File: config.mk
export PLATFORM = sky130hd
export DESIGN_NAME = bidir_port_pullup_ioc
export DESIGN_NICKNAME = d
export VERILOG_FILES = /design/src/hdl/gpio_pkg.sv /design/src/hdl/pin_cell.sv /design/src/hdl/change_detect.sv /design/src/hdl/bidir_port_pullup_ioc.sv
export VERILOG_INCLUDE_DIRS = /design/src /design/src/hdl
export SDC_FILE = /design/constraint.sdc
export NUM_CORES = 1
export LEC_CHECK = 0
export BUFFER_PORTS_ARGS = -buffer_cell sky130_fd_sc_hd__buf_4
export CAP_MARGIN = 20
export CORE_UTILIZATION = 55
export CTS_BUF_LIST = sky130_fd_sc_hd__clkbuf_8
export DETAILED_ROUTE_END_ITERATION = 6
export PLACE_DENSITY = 0.79
export SYNTH_ARGS = -nofsm -noshare
export SYNTH_HDL_FRONTEND = slang
export SYNTH_HIERARCHICAL = 1
export SYNTH_SLANG_ARGS = --single-unit
File: constraint.sdc
create_clock -name CORE_CLK -period 1.8 [get_ports CORE_CLK]
set_input_delay 0 -clock CORE_CLK [delete_from_list [all_inputs] [get_ports CORE_CLK]]
set_output_delay 0 -clock CORE_CLK [all_outputs]
set_load 0.02 [all_outputs]
File: src/hdl/gpio_consts.svh
// offsets, field positions and reset values of the pin port
// assumes inclusion by every design file of the port
`ifndef GPIO_CONSTS_SVH
`define GPIO_CONSTS_SVH

// ==========================================
// register offsets
`define OFS_PIN_DATA   4'h0
`define OFS_DIRECTION  4'h1
`define OFS_ANALOG     4'h2
`define OFS_PULLUP     4'h3
`define OFS_OPTION     4'h4
`define OFS_CHG_EN     4'h5
`define OFS_INT_CTRL   4'h6
`define OFS_ALT_SEL    4'h7
`define OFS_PIN_SET    4'h8
`define OFS_PIN_CLR    4'h9

// ==========================================
// field positions
`define BIT_GLOBAL_PU_DIS 7
`define BIT_CHG_FLAG      0
`define BIT_CHG_IE        1
`define BIT_ROUTE_C_ONE   0
`define PIN_CCP_INDEX     3

// ==========================================
// reset values
`define RST_LATCH      8'h00
`define RST_DIRECTION  8'hff
`define RST_ANALOG     8'hff
`define RST_PULLUP     8'hff
`define RST_OPTION     8'hff
`define RST_CHG_EN     8'h00
`define RST_LAST_VALUE 8'h00
`define RST_RDATA      8'h00

`endif

File: src/hdl/gpio_pkg.sv
// types shared by the pin port modules
// assumes the constants header is compiled alongside
package gpio_pkg;

   // ==========================================
   // register port request
   typedef struct packed {
      logic [3:0] addr;
      logic [7:0] wdata;
      logic       wr;
      logic       rd;
   } reg_req_t;

   // ==========================================
   // capture/compare two pin drive
   typedef struct packed {
      logic val;
      logic oe;
   } alt_drive_t;

endpackage

File: src/hdl/pin_cell.sv
// one pad of the port: driver, pull-up and digital read path
// assumes pad input synchronous to the core clock
module pin_cell (
   // configuration
   input  wire logic dir,
   input  wire logic analog,
   input  wire logic pu_en,
   input  wire logic pu_gdis,
   input  wire logic latch,
   // alternate drive
   input  wire logic alt_en,
   input  wire logic alt_val,
   // pad
   input  wire logic pad_in,
   output logic      pad_out,
   output logic      pad_oe,
   output logic      pu_on,
   output logic      rd_val
);

   // ==========================================
   // driver
   assign pad_oe  = ~dir;
   assign pad_out = alt_en ? alt_val : latch;

   // ==========================================
   // pull-up and read path
   assign pu_on  = pu_en & dir & ~pu_gdis;
   assign rd_val = pad_in & ~analog;

endmodule

File: src/hdl/change_detect.sv
// last-value latch and mismatch compare for change detection
// assumes only power-on reset may clear the last-value latch
module change_detect #(
   parameter int W = 8
) (
   // clock and reset
   input  wire logic         clk,
   input  wire logic         por,
   // compare
   input  wire logic [W-1:0] pin_val,
   input  wire logic [W-1:0] enable,
   input  wire logic         reload,
   output logic [W-1:0]      mismatch,
   output logic              any
);

   logic [W-1:0] last_reg;

   // ==========================================
   // last-value latch, kept over all other resets
   always_ff @(posedge clk) begin
      if (por) begin
         last_reg <= '0;
      end else if (reload) begin
         last_reg <= pin_val;
      end
   end

   // ==========================================
   // compare
   assign mismatch = (pin_val ^ last_reg) & enable;
   assign any      = |mismatch;
endmodule

File: src/hdl/bidir_port_pullup_ioc.sv
// eight pin bidirectional port with pull-ups and change detection
// assumes synchronous pins and a single-cycle register port master
//
// Contract
// - eight pins, each with direction bit
// - direction one: driver off, pin input
// - direction zero: drive output latch onto pin
// - data read gives pins, write sets latch
// - set and clear port writes sample pins, modify, store
// - direction controls drivers even for analog
// - analog pins read zero digitally
// - analog select never changes digital output
// - per-pin weak pull-up enable bits
// - pull-up forced off on output pins
// - power-on reset disables all pull-ups globally
// - change enables cleared by power-on reset
// - enabled pins compared to last value
// - ORed mismatches set change flag
// - change interrupt can wake device
// - port access reloads latch, ends mismatch
// - persisting mismatch keeps setting flag
// - last value survives non power-on resets
// - change during read still sets flag
// - capture/compare two routable to two pins
`include "gpio_consts.svh"

module bidir_port_pullup_ioc #(
   parameter int W = 8
) (
   // clock and resets
   input  wire logic              CORE_CLK,
   input  wire logic              RST,
   input  wire logic              POR,
   // register port
   input  wire gpio_pkg::reg_req_t REG_REQ,
   output logic [7:0]             REG_RDATA,
   // port pins
   input  wire logic [W-1:0]      PIN_DATA_IN,
   output logic [W-1:0]           PIN_DATA_OUT,
   output logic [W-1:0]           PIN_DATA_OE,
   output logic [W-1:0]           PIN_PULLUP,
   // change event
   output logic                   CHANGE_IRQ_FLAG,
   output logic                   WAKE,
   // capture/compare two
   input  wire logic              CCP_TWO_OUT,
   input  wire logic              CCP_TWO_OE,
   output logic                   CCP_TWO_IN,
   input  wire logic              PIN_C_ONE_IN,
   output logic                   PIN_C_ONE_OUT,
   output logic                   PIN_C_ONE_OE
);
   import gpio_pkg::*;

   // ==========================================
   // state
   logic [W-1:0] latch_reg;
   logic [W-1:0] latch_next;
   logic [W-1:0] direction_reg;
   logic [W-1:0] analog_select_reg;
   logic [W-1:0] pullup_enable_reg;
   logic [7:0]   option_reg;
   logic [W-1:0] change_irq_enable_reg;
   logic         change_irq_flag_reg;
   logic         change_irq_flag_next;
   logic         flag_ie_reg;
   logic         route_reg;
   logic [7:0]   rdata_reg;
   logic [7:0]   rdata_next;

   // ==========================================
   // decode
   logic         any_rst;
   logic         wr_data;
   logic         wr_set;
   logic         wr_clr;
   logic         wr_dir;
   logic         wr_ana;
   logic         wr_pu;
   logic         wr_opt;
   logic         wr_chg;
   logic         wr_int;
   logic         wr_alt;
   logic         rd_data;
   logic         port_addr;
   logic         port_access;
   logic         clear_try;

   assign any_rst   = RST | POR;
   assign wr_data   = REG_REQ.wr && (REG_REQ.addr == `OFS_PIN_DATA);
   assign wr_set    = REG_REQ.wr && (REG_REQ.addr == `OFS_PIN_SET);
   assign wr_clr    = REG_REQ.wr && (REG_REQ.addr == `OFS_PIN_CLR);
   assign wr_dir    = REG_REQ.wr && (REG_REQ.addr == `OFS_DIRECTION);
   assign wr_ana    = REG_REQ.wr && (REG_REQ.addr == `OFS_ANALOG);
   assign wr_pu     = REG_REQ.wr && (REG_REQ.addr == `OFS_PULLUP);
   assign wr_opt    = REG_REQ.wr && (REG_REQ.addr == `OFS_OPTION);
   assign wr_chg    = REG_REQ.wr && (REG_REQ.addr == `OFS_CHG_EN);
   assign wr_int    = REG_REQ.wr && (REG_REQ.addr == `OFS_INT_CTRL);
   assign wr_alt    = REG_REQ.wr && (REG_REQ.addr == `OFS_ALT_SEL);
   assign rd_data   = REG_REQ.rd && (REG_REQ.addr == `OFS_PIN_DATA);

   assign port_addr = (REG_REQ.addr == `OFS_PIN_DATA) ||
                      (REG_REQ.addr == `OFS_PIN_SET)  ||
                      (REG_REQ.addr == `OFS_PIN_CLR);
   assign port_access = (REG_REQ.wr | REG_REQ.rd) & port_addr;
   assign clear_try   = wr_int && !REG_REQ.wdata[`BIT_CHG_FLAG];

   // ==========================================
   // pin cells
   logic [W-1:0] pin_rd;
   logic [W-1:0] alt_mask;
   alt_drive_t   ccp_drive;

   assign ccp_drive.val = CCP_TWO_OUT;
   assign ccp_drive.oe  = CCP_TWO_OE;

   genvar i;
   generate
      for (i = 0; i < W; i++) begin : g_pin
         assign alt_mask[i] = (i == `PIN_CCP_INDEX) && !route_reg && ccp_drive.oe;
         pin_cell u_cell (
            .dir     (direction_reg[i]),
            .analog  (analog_select_reg[i]),
            .pu_en   (pullup_enable_reg[i]),
            .pu_gdis (option_reg[`BIT_GLOBAL_PU_DIS]),
            .latch   (latch_reg[i]),
            .alt_en  (alt_mask[i]),
            .alt_val (ccp_drive.val),
            .pad_in  (PIN_DATA_IN[i]),
            .pad_out (PIN_DATA_OUT[i]),
            .pad_oe  (PIN_DATA_OE[i]),
            .pu_on   (PIN_PULLUP[i]),
            .rd_val  (pin_rd[i])
         );
      end
   endgenerate

   // ==========================================
   // capture/compare two routing
   assign CCP_TWO_IN    = route_reg ? PIN_C_ONE_IN : PIN_DATA_IN[`PIN_CCP_INDEX];
   assign PIN_C_ONE_OUT = ccp_drive.val;
   assign PIN_C_ONE_OE  = route_reg & ccp_drive.oe;

   // ==========================================
   // output latch
   always_comb begin
      latch_next = latch_reg;
      if (wr_data) begin
         latch_next = REG_REQ.wdata[W-1:0];
      end else if (wr_set) begin
         latch_next = pin_rd | REG_REQ.wdata[W-1:0];
      end else if (wr_clr) begin
         latch_next = pin_rd & ~REG_REQ.wdata[W-1:0];
      end
   end

   always_ff @(posedge CORE_CLK) begin
      if (any_rst) begin
         latch_reg <= `RST_LATCH;
      end else begin
         latch_reg <= latch_next;
      end
   end

   // ==========================================
   // configuration registers
   always_ff @(posedge CORE_CLK) begin
      if (any_rst) begin
         direction_reg     <= `RST_DIRECTION;
         analog_select_reg <= `RST_ANALOG;
         pullup_enable_reg <= `RST_PULLUP;
         option_reg        <= `RST_OPTION;
      end else begin
         if (wr_dir) begin
            direction_reg <= REG_REQ.wdata[W-1:0];
         end
         if (wr_ana) begin
            analog_select_reg <= REG_REQ.wdata[W-1:0];
         end
         if (wr_pu) begin
            pullup_enable_reg <= REG_REQ.wdata[W-1:0];
         end
         if (wr_opt) begin
            option_reg <= REG_REQ.wdata;
         end
      end
   end

   // change enables are left alone by the non power-on reset
   always_ff @(posedge CORE_CLK) begin
      if (POR) begin
         change_irq_enable_reg <= `RST_CHG_EN;
      end else if (wr_chg) begin
         change_irq_enable_reg <= REG_REQ.wdata[W-1:0];
      end
   end

   always_ff @(posedge CORE_CLK) begin
      if (any_rst) begin
         flag_ie_reg <= 1'b0;
         route_reg   <= 1'b0;
      end else begin
         if (wr_int) begin
            flag_ie_reg <= REG_REQ.wdata[`BIT_CHG_IE];
         end
         if (wr_alt) begin
            route_reg <= REG_REQ.wdata[`BIT_ROUTE_C_ONE];
         end
      end
   end

   // ==========================================
   // change detection
   logic [W-1:0] mismatch;
   logic         mismatch_any;

   change_detect #(
      .W (W)
   ) u_change (
      .clk      (CORE_CLK),
      .por      (POR),
      .pin_val  (pin_rd),
      .enable   (change_irq_enable_reg),
      .reload   (port_access),
      .mismatch (mismatch),
      .any      (mismatch_any)
   );

   always_comb begin
      change_irq_flag_next = change_irq_flag_reg;
      if (mismatch_any) begin
         change_irq_flag_next = 1'b1;
      end else if (wr_int) begin
         change_irq_flag_next = REG_REQ.wdata[`BIT_CHG_FLAG];
      end
   end

   always_ff @(posedge CORE_CLK) begin
      if (any_rst) begin
         change_irq_flag_reg <= 1'b0;
      end else begin
         change_irq_flag_reg <= change_irq_flag_next;
      end
   end

   assign CHANGE_IRQ_FLAG = change_irq_flag_reg;
   assign WAKE            = change_irq_flag_reg & flag_ie_reg;

   // ==========================================
   // read data
   always_comb begin
      rdata_next = `RST_RDATA;
      case (REG_REQ.addr)
         `OFS_PIN_DATA,
         `OFS_PIN_SET,
         `OFS_PIN_CLR: begin
            rdata_next = pin_rd;
         end
         `OFS_DIRECTION: begin
            rdata_next = direction_reg;
         end
         `OFS_ANALOG: begin
            rdata_next = analog_select_reg;
         end
         `OFS_PULLUP: begin
            rdata_next = pullup_enable_reg;
         end
         `OFS_OPTION: begin
            rdata_next = option_reg;
         end
         `OFS_CHG_EN: begin
            rdata_next = change_irq_enable_reg;
         end
         `OFS_INT_CTRL: begin
            rdata_next[`BIT_CHG_FLAG] = change_irq_flag_reg;
            rdata_next[`BIT_CHG_IE]   = flag_ie_reg;
         end
         `OFS_ALT_SEL: begin
            rdata_next[`BIT_ROUTE_C_ONE] = route_reg;
         end
         default: begin
            rdata_next = `RST_RDATA;
         end
      endcase
   end

   always_ff @(posedge CORE_CLK) begin
      if (any_rst) begin
         rdata_reg <= `RST_RDATA;
      end else if (REG_REQ.rd) begin
         rdata_reg <= rdata_next;
      end else begin
         rdata_reg <= `RST_RDATA;
      end
   end

   assign REG_RDATA = rdata_reg;
endmodule

; ---- Word level (Yosys, flattened, before mapping)
; Cells that the tools add are included.
; W data, S select, Z words.
[totals]
ff_bits = 67
in_bits = 28
[classes]
n_reduce_logical = 20
bitwise_logic = 52
n_eq_ne = 9
muxes = 10
[op_table]
columns = cell, count
row1 = $pmux W6 S6, 1
row2 = $and A1 B1 Y1, 27
row3 = $mux W8, 3
row4 = $not A1 Y1, 18
row5 = $and A8 B8 Y8, 2
row6 = $eq A4 B3 Y1 const B, 4
row7 = $logic_and A1 B1 Y1, 11
row8 = $eq A4 B2 Y1 const B, 2
row9 = $eq A4 B4 Y1 const B, 2
row10 = $not A8 Y8, 1
row11 = $or A8 B8 Y8, 1
row12 = $pmux W1 S8, 1
row13 = $reduce_or A8 Y1, 1
row14 = $xor A8 B8 Y8, 1
row15 = $pmux W1 S7, 1
row16 = $eq A4 B1 Y1 const B, 1
row17 = $logic_not A4 Y1, 1
row18 = $mux W1, 4
row19 = $reduce_bool A3 Y1, 1
row20 = $reduce_or A3 Y1, 1
row21 = $logic_or A1 B1 Y1, 2
row22 = $or A1 B1 Y1, 2
row23 = $reduce_bool A2 Y1, 1
row24 = $reduce_or A2 Y1, 1
row25 = $logic_not A1 Y1, 1

; ---- Depth between registers and ports, before layout
; Gate-level depths: netlist of run 1.
[depth]
word_depth = 6
ltp_mapped = 7
ltp_nobuf = 6

; ---- Modules after synthesis
; Netlist of run 1, hierarchy kept.
[modules_own_cells]
columns = mod, n_inst, seq_area_each_um2, cells_each, area_each_um2
row1 = bidir_port_pullup_ioc, 1, 1181.1, 332, 2813.9
row2 = change_detect, 1, 160.2, 47, 439.2
row3 = pin_cell, 8, 0.0, 4, 33.8

; ---- Worst setup path after synthesis of run 1
; No wires, ideal clock.
[synth_timing]
kind = input port to flip-flop
start = in REG_REQ[12] in the netlist's numbering
end = reg u_change.last_reg[0]
setup_ns = 0.124
arrival_time_ns = 1.177
cell_stages = 7
path_slack_ns = 0.499
path_buffers = 3
path_cell_list = buf_2 > buf_6 > or2_2 > nor3_1 > buf_4 > mux2i_1 > nor2_1
[synth_between]
elab_chain_cells = 4
word_cells_on_any_way = 6
classes_between = eq/ne (2) / bitwise (1) / reduce/logical (3)
[synth_rtl]
columns = item, line
row1 = start: declaration, bidir_port_pullup_ioc.sv:35  ; input wire gpio_pkg::reg_req_t REG_REQ,
row2 = $eq A4 B4 Y1 / $logic_not A4 Y1 (equally long branches), --
row3 = $logic_or A1 B1 Y1, bidir_port_pullup_ioc.sv:102  ; assign port_addr = (REG_REQ.addr == `OFS_PIN_DATA) ||
row4 = $logic_or A1 B1 Y1 (*), bidir_port_pullup_ioc.sv:102
row5 = $and A1 B1 Y1 (*), bidir_port_pullup_ioc.sv:105  ; assign port_access = (REG_REQ.wr | REG_REQ.rd) & port_addr;
row6 = net port_access, bidir_port_pullup_ioc.sv:86  ; logic port_access;
row7 = end signal: assignment, change_detect.sv:25  ; last_reg <= pin_val;
row8 = end: declaration, change_detect.sv:17  ; logic [W-1:0] last_reg;
; The timed path passes the listed nets; every way through them passes the cells marked *.
; A chain may end at the register's enable or synchronous reset.

; ---- Final worst setup path of run 1
[layout_timing]
start = in POR
end = reg rdata_reg[1], in the netlist REG_RDATA[1]
[layout_between]
elab_chain_cells = 2
[layout_rtl]
columns = item, line
row1 = start: declaration, bidir_port_pullup_ioc.sv:33  ; input wire logic POR,
row2 = $or A1 B1 Y1, bidir_port_pullup_ioc.sv:89  ; assign any_rst = RST | POR;
row3 = $reduce_or A2 Y1 (no source line), --
row4 = end signal: assignment, bidir_port_pullup_ioc.sv:289  ; rdata_reg <= `RST_RDATA;
row5 = end signal: assignment, bidir_port_pullup_ioc.sv:291  ; rdata_reg <= rdata_next;
row6 = end signal: assignment, bidir_port_pullup_ioc.sv:293  ; rdata_reg <= `RST_RDATA;
row7 = end: declaration, bidir_port_pullup_ioc.sv:68  ; logic [7:0] rdata_reg;
; No other way between the ends.

==> impl_metrics.env, run 1 <==
export IMPL_place_ws_ns=0.3459
export IMPL_cp_top_family="buffers and inverters"
export IMPL_min_period_ns=1.433
export IMPL_critical_path_cell_chain="dlygate4sd3_1 -> buf_4 -> nor2_2 -> buf_4 -> o211ai_1 -> a211oi_1"
export IMPL_wire_per_inst_um=16.15
export IMPL_cts_tree="built"
export IMPL_fillCellCount=471
export IMPL_grt_pass1_wl_mm=13.97
export IMPL_fin_skew_ns=0.005619
export IMPL_cts_buffers=9
export IMPL_peakVddDrop_mv=0.5108
export IMPL_avgViaCountPerCell=5.725
export IMPL_worstHoldPathType="in -> reg"
export IMPL_avgSynthCellArea_sq_um=8.616
export IMPL_area_growth_pct=24.00
export IMPL_hold_depth=3
export IMPL_insertion_delay_ns=0.34
export IMPL_netlist_instances=403
export IMPL_layout_drive_gt1_share_pct=22.04
export IMPL_rr_startpoint="analog_select_reg[2]"
export IMPL_yosysWarnings=6
export IMPL_fp_row_count=28
export IMPL_cts_sinks=67
export IMPL_place_area_sq_um=3978
export IMPL_leakagePower_nw=2.116
export IMPL_coreArea_sq_um=5991
export IMPL_drt_wl_total_mm=8.978
export IMPL_finalSetupViolations=0
export IMPL_placed_cells=530
export IMPL_syn_area_sq_um=3472
export IMPL_reg2regPathDepth=6
export IMPL_worstSetupPathType="in -> reg"
export IMPL_max_freq_ghz=0.6977
export IMPL_fp_dieArea_sq_um=6635
export IMPL_required_ns=2.05
export IMPL_final_nets=504
export IMPL_dr_pass1_iters=4
export IMPL_start_kind="input port"
export IMPL_met2_usage_pct=45.67
export IMPL_port_buffers=64
export IMPL_antenna_found_initial=0
export IMPL_fin_ws_ns=0.3667
export IMPL_final_max_slew_violation_count=0
export IMPL_critPathMaxFanout=33
export IMPL_die_w_um=81.46
export IMPL_post_cts_resized=0
export IMPL_drc=0
export IMPL_dp_hpwl_mm=6.437
export IMPL_hp_start="REG_REQ[13]"
export IMPL_final_cells=556
export IMPL_worstReg2RegEnd="CHANGE_IRQ_FLAG"
export IMPL_fin_crit_sh_pct=79.63
export IMPL_start_util_pct=57.96
export IMPL_tns_ns=0
export IMPL_max_stage_delay_ns=0.54
export IMPL_fin_area_sq_um=4305
export IMPL_rsz0062_at_grt="false"
export IMPL_worst_slew_pin_slew_ns=0.5368
export IMPL_track_usage_pct=28.37
export IMPL_powerDensity_nw_per_um2=774.1
export IMPL_status="finished clean"
export IMPL_grt_busiest_layer="met2"
export IMPL_reg2reg_slack_ns=0.42
export IMPL_clk_path_buf_depth=2
export IMPL_path_clk_slew_ns=0.07
export IMPL_crit_buf_inv=3
export IMPL_maxSlewHeadroom_pct=64.06
export IMPL_end_kind="register"
export IMPL_drtIter0Drc=226
export IMPL_use_met3_pct=6.000
export IMPL_routabilityCongestion=0.8191
export IMPL_via_count=3183
export IMPL_grt_pass1_vias=2901
export IMPL_ioPinCount=65
export IMPL_hold_path_endpoint="REG_RDATA[0]"
export IMPL_die_height_um=81.46
export IMPL_grt_overflow_total=0
export IMPL_htreeDepth=3
export IMPL_antennaDiodeCount=0
export IMPL_critPathSlowestCell="dlygate4sd3_1"
export IMPL_drv_cap=0
export IMPL_crit_top_cell="buf_4"
export IMPL_root_buffer="clkbuf_8"
export IMPL_grt_max_degree=34
export IMPL_postRouteAntennaNets=0
export IMPL_use_met1_pct=36.41
export IMPL_hold_violations=0
export IMPL_worstPathArrival_ns=1.68
power breakdown:
| part | switching [mW] | total [mW] | internal, mW | leakage, nW |
|---|---|---|---|---|
| sequential | 0.0107 | 1.51 | 1.50 | 0.542 |
| combinational | 0.215 | 0.392 | 0.177 | 1.46 |
| clock | 0.583 | 1.43 | 0.849 | 0.117 |
| total | 0.809 | 3.33 | 2.52 | 2.12 |
per-layer routing:
layer	vias to the layer above	routed length [um]
li1	1532	-
met1	1518	4055
met2	116	4241
met3	17	467
met4	0	213
met5	-	0
worst register-to-register path, stage by stage, from the launching register on:
cell and delay [ns]:
dfxtp_1 0.33, nor2b_1 0.28, xor2_1 0.11, a22oi_1 0.30, nand4_1 0.13, inv_1 0.07, a21oi_1 0.05
layout make-up:
cell class | instances | area [sq um] | share of cell area [%]
multi-input combinational | 305 | 1957 | 45.45
sequential | 67 | 1341 | 31.15
clock buffer | 11 | 151.4 | 3.516
timing repair buffer | 83 | 648.1 | 15.05
clock inverter | 5 | 76.32 | 1.773
inverter | 10 | 37.54 | 0.8718
tap | 75 | 93.84 | 2.180
timing repair:
item / 4_1_cts / 5_1_grt
endpoints found under the hold margin: 51 / 0
hold buffers: 10 / 0
setup buffers: 0 / 0
cells in the final DEF (no fill, tap or decap), types with 3 or more instances in the layout:
cell type and instances:
nand2b_1 4, and3_1 3, nor2b_1 12, nand4b_1 3, nor2_1 15, nor3b_1 3, a22oi_1 4, xor2_1 8
inv_1 11, o22ai_1 4, mux2i_1 39, dlygate4sd3_1 10, buf_4 73, nand2_1 75, o21ai_0 11, clkbuf_8 11
o21a_1 4, nand3_1 18, a21o_1 8, dfxtp_1 67, nand3b_1 6, a21oi_1 33, nand4_1 3, conb_1 7
and3b_1 8, mux2_4 8
per-stage QoR:
stage / utilization, % / total power, mW / hold WS, ns
final: 71.87 / 3.333 / 0.08386
after global routing: 71.87 / 3.434 / 0.08255
after CTS: 71.87 / 3.332 / 0.06931
after detailed placement: 66.40 / 1.912 / 0.2903
after global placement: 66.40 / 1.906 / 0.2790
after floorplan: - / 1.788 / 0.1126
worst max path at each step:
stage | slack, ns | from | end | cells after the start
floorplan | 0.50 | REG_REQ[12] | u_change/last_reg[0] | 7
global placement | 0.39 | REG_REQ[12] | option_reg[0] | 5
detailed placement | 0.35 | REG_REQ[12] | option_reg[4] | 5
CTS | 0.36 | POR | REG_RDATA[1] | 6
global route | 0.29 | POR | REG_RDATA[1] | 6
finish | 0.37 | POR | REG_RDATA[1] | 6
No activity file was read; power rests on OpenSTA's default activity.
==> run 2: changes to the inputs <==
--- a/config.mk
+++ b/config.mk
@@ -8,10 +8,10 @@
 export LEC_CHECK = 0
 export BUFFER_PORTS_ARGS = -buffer_cell sky130_fd_sc_hd__buf_4
 export CAP_MARGIN = 20
-export CORE_UTILIZATION = 55
+export CORE_UTILIZATION = 52
 export CTS_BUF_LIST = sky130_fd_sc_hd__clkbuf_8
 export DETAILED_ROUTE_END_ITERATION = 6
-export PLACE_DENSITY = 0.79
+export PLACE_DENSITY = 0.78
 export SYNTH_ARGS = -nofsm -noshare
 export SYNTH_HDL_FRONTEND = slang
 export SYNTH_HIERARCHICAL = 1
==> constraint.sdc (replaced) <==
create_clock -name CORE_CLK -period 1.2 [get_ports CORE_CLK]
set_input_delay 0 -clock CORE_CLK [delete_from_list [all_inputs] [get_ports CORE_CLK]]
set_output_delay 0 -clock CORE_CLK [all_outputs]
set_load 0.02 [all_outputs]
==> run 2 against run 1 <==
Effect of this change:
- die area grew 5.6%
- core utilization grew 0.64 points
- via count grew 6.4%
- largest cell class unchanged
- final area grew 7.6%
- total power grew 39%
- global-route usage grew 0.77 points
- the run now ends with negative setup slack left
- register-to-register slack lost 0.37 ns
- non-clock buffer count grew 41
==> impl_metrics.env, run 2 (synthesized netlist as in run 1, its figures left out) <==
export IMPL_status="finished, violations left"
export IMPL_violations="negative setup slack"
export IMPL_root_buffer="clkbuf_8"
export IMPL_drv_cap=0
export IMPL_end_kind="output pin"
export IMPL_ioPinCount=65
export IMPL_final_cell_mix="buf_4 (112), nand2_1 (75), dfxtp_1 (63)"
export IMPL_reg2regPathDepth=6
export IMPL_critical_path_cell_chain="nor2b_4 -> mux2_4 -> buf_6"
export IMPL_antennaDiodeCount=0
export IMPL_grt_overflow_total=0
export IMPL_worstPathArrival_ns=1.27
export IMPL_coreArea_sq_um=6386
export IMPL_critPathMaxFanout=5
export IMPL_dr_pass1_iters=5
export IMPL_grt_pass1_vias=3251
export IMPL_die_height_um=83.72
export IMPL_max_freq_ghz=0.7884
export IMPL_drc=0
export IMPL_fin_skew_ns=0.004234
export IMPL_final_common_cell="buf_4"
export IMPL_drtIter0Drc=265
export IMPL_powerDensity_nw_per_um2=998.2
export IMPL_path_clk_slew_ns=0.07
export IMPL_hold_depth=3
export IMPL_grt_max_degree=18
export IMPL_start_kind="register"
export IMPL_worstHoldPathType="in -> reg"
export IMPL_critPathSlowestCell="dfxtp_4"
export IMPL_grt_pass1_wl_mm=16.05
export IMPL_hold_violations=0
export IMPL_avgViaCountPerCell=5.675
export IMPL_cts_tree="built"
export IMPL_antenna_found_initial=0
export IMPL_postRouteAntennaNets=0
export IMPL_cts_buffers=9
export IMPL_required_ns=1.20
export IMPL_leakagePower_nw=2.304
export IMPL_place_ws_ns=-0.07554
export IMPL_htreeDepth=3
export IMPL_dp_hpwl_mm=7.302
export IMPL_min_period_ns=1.268
export IMPL_cts_sinks=67
export IMPL_final_max_slew_violation_count=0
export IMPL_worstSetupPathType="reg -> out"
export IMPL_drt_wl_total_mm=10.01
export IMPL_wire_per_inst_um=16.76
export IMPL_peakVddDrop_mv=0.7977
export IMPL_rsz0062_at_grt="true"
export IMPL_die_w_um=83.72
export IMPL_fp_dieArea_sq_um=7008
export IMPL_p_total_mw=4.622
export IMPL_fin_ws_ns=-0.06839
export IMPL_via_count=3388
export IMPL_insertion_delay_ns=0.34
export IMPL_clk_path_buf_depth=2
export IMPL_max_stage_delay_ns=0.37
export IMPL_start_util_pct=54.37
export IMPL_finalSetupViolations=2
export IMPL_area_growth_pct=33.37
export IMPL_track_usage_pct=29.14
export IMPL_tns_ns=-0.08250
export IMPL_port_buffers=64
export IMPL_holdWs_ns=0.07486
export IMPL_fp_row_count=29
export IMPL_routabilityCongestion=0.8768
export IMPL_final_nets=545
export IMPL_fin_crit_sh_pct=105.7
export IMPL_layout_drive_gt1_share_pct=30.77
run 2: path summary, 6_finish.rpt:
kind | start | end | slack (ns)
setup / recovery | route_reg | PIN_DATA_OUT[3] | -0.07
hold reg to reg | latch_reg[5] | latch_reg[5] | 0.45
hold / removal | REG_REQ[11] | REG_RDATA[1] | 0.07
setup reg to reg | analog_select_reg[5] | CHANGE_IRQ_FLAG | 0.05
run 2: per-layer routing:
layer	share of wire (%)	GRT usage, %
met4	2.1	9.707
met5	0	0
met2	50	51.29
met3	4.9	5.143
met1	43	35.79
run 2: where the power goes:
part / switching, mW / internal [mW]
Sequential: 0.0157 / 2.25
Combinational: 0.352 / 0.327
Clock: 0.854 / 0.829
run 2: timing repair:
action,4_1_cts,5_1_grt
resized for setup,10,12
pin swaps,0,4
hold buffers,9,0
buffers inserted,0,1
hold endpoints to repair,43,0
endpoints found under the setup margin,10,14
run 2: worst max-delay path: cells and delay by family, from the launching register on:
kind                   cells  cell delay (ns)
flip-flops                 1             0.37
buffers and inverters      1             0.13
multiplexers               1             0.30
AND/OR/NAND/NOR            1             0.12
run 2: area by class of cell:
cell class | count | area (sq um)
Tap cell | 77 | 96.34
Multi-Input combinational cell | 305 | 2016
Timing Repair Buffer | 124 | 964.7
Fill cell | 493 | 1755
Sequential cell | 67 | 1349
Inverter | 10 | 37.54
Clock buffer | 11 | 151.4
Clock inverter | 3 | 16.27
run 2: stage by stage:
step                      instance area (sq um)  cells  utilization [%]
after floorplan                            3505    409                -
after global placement                     4303    574            67.38
after detailed placement                   4303    574            67.38
after CTS                                  4583    597            71.77
after global routing                       4631    597            72.51
final                                      4631    597            72.51
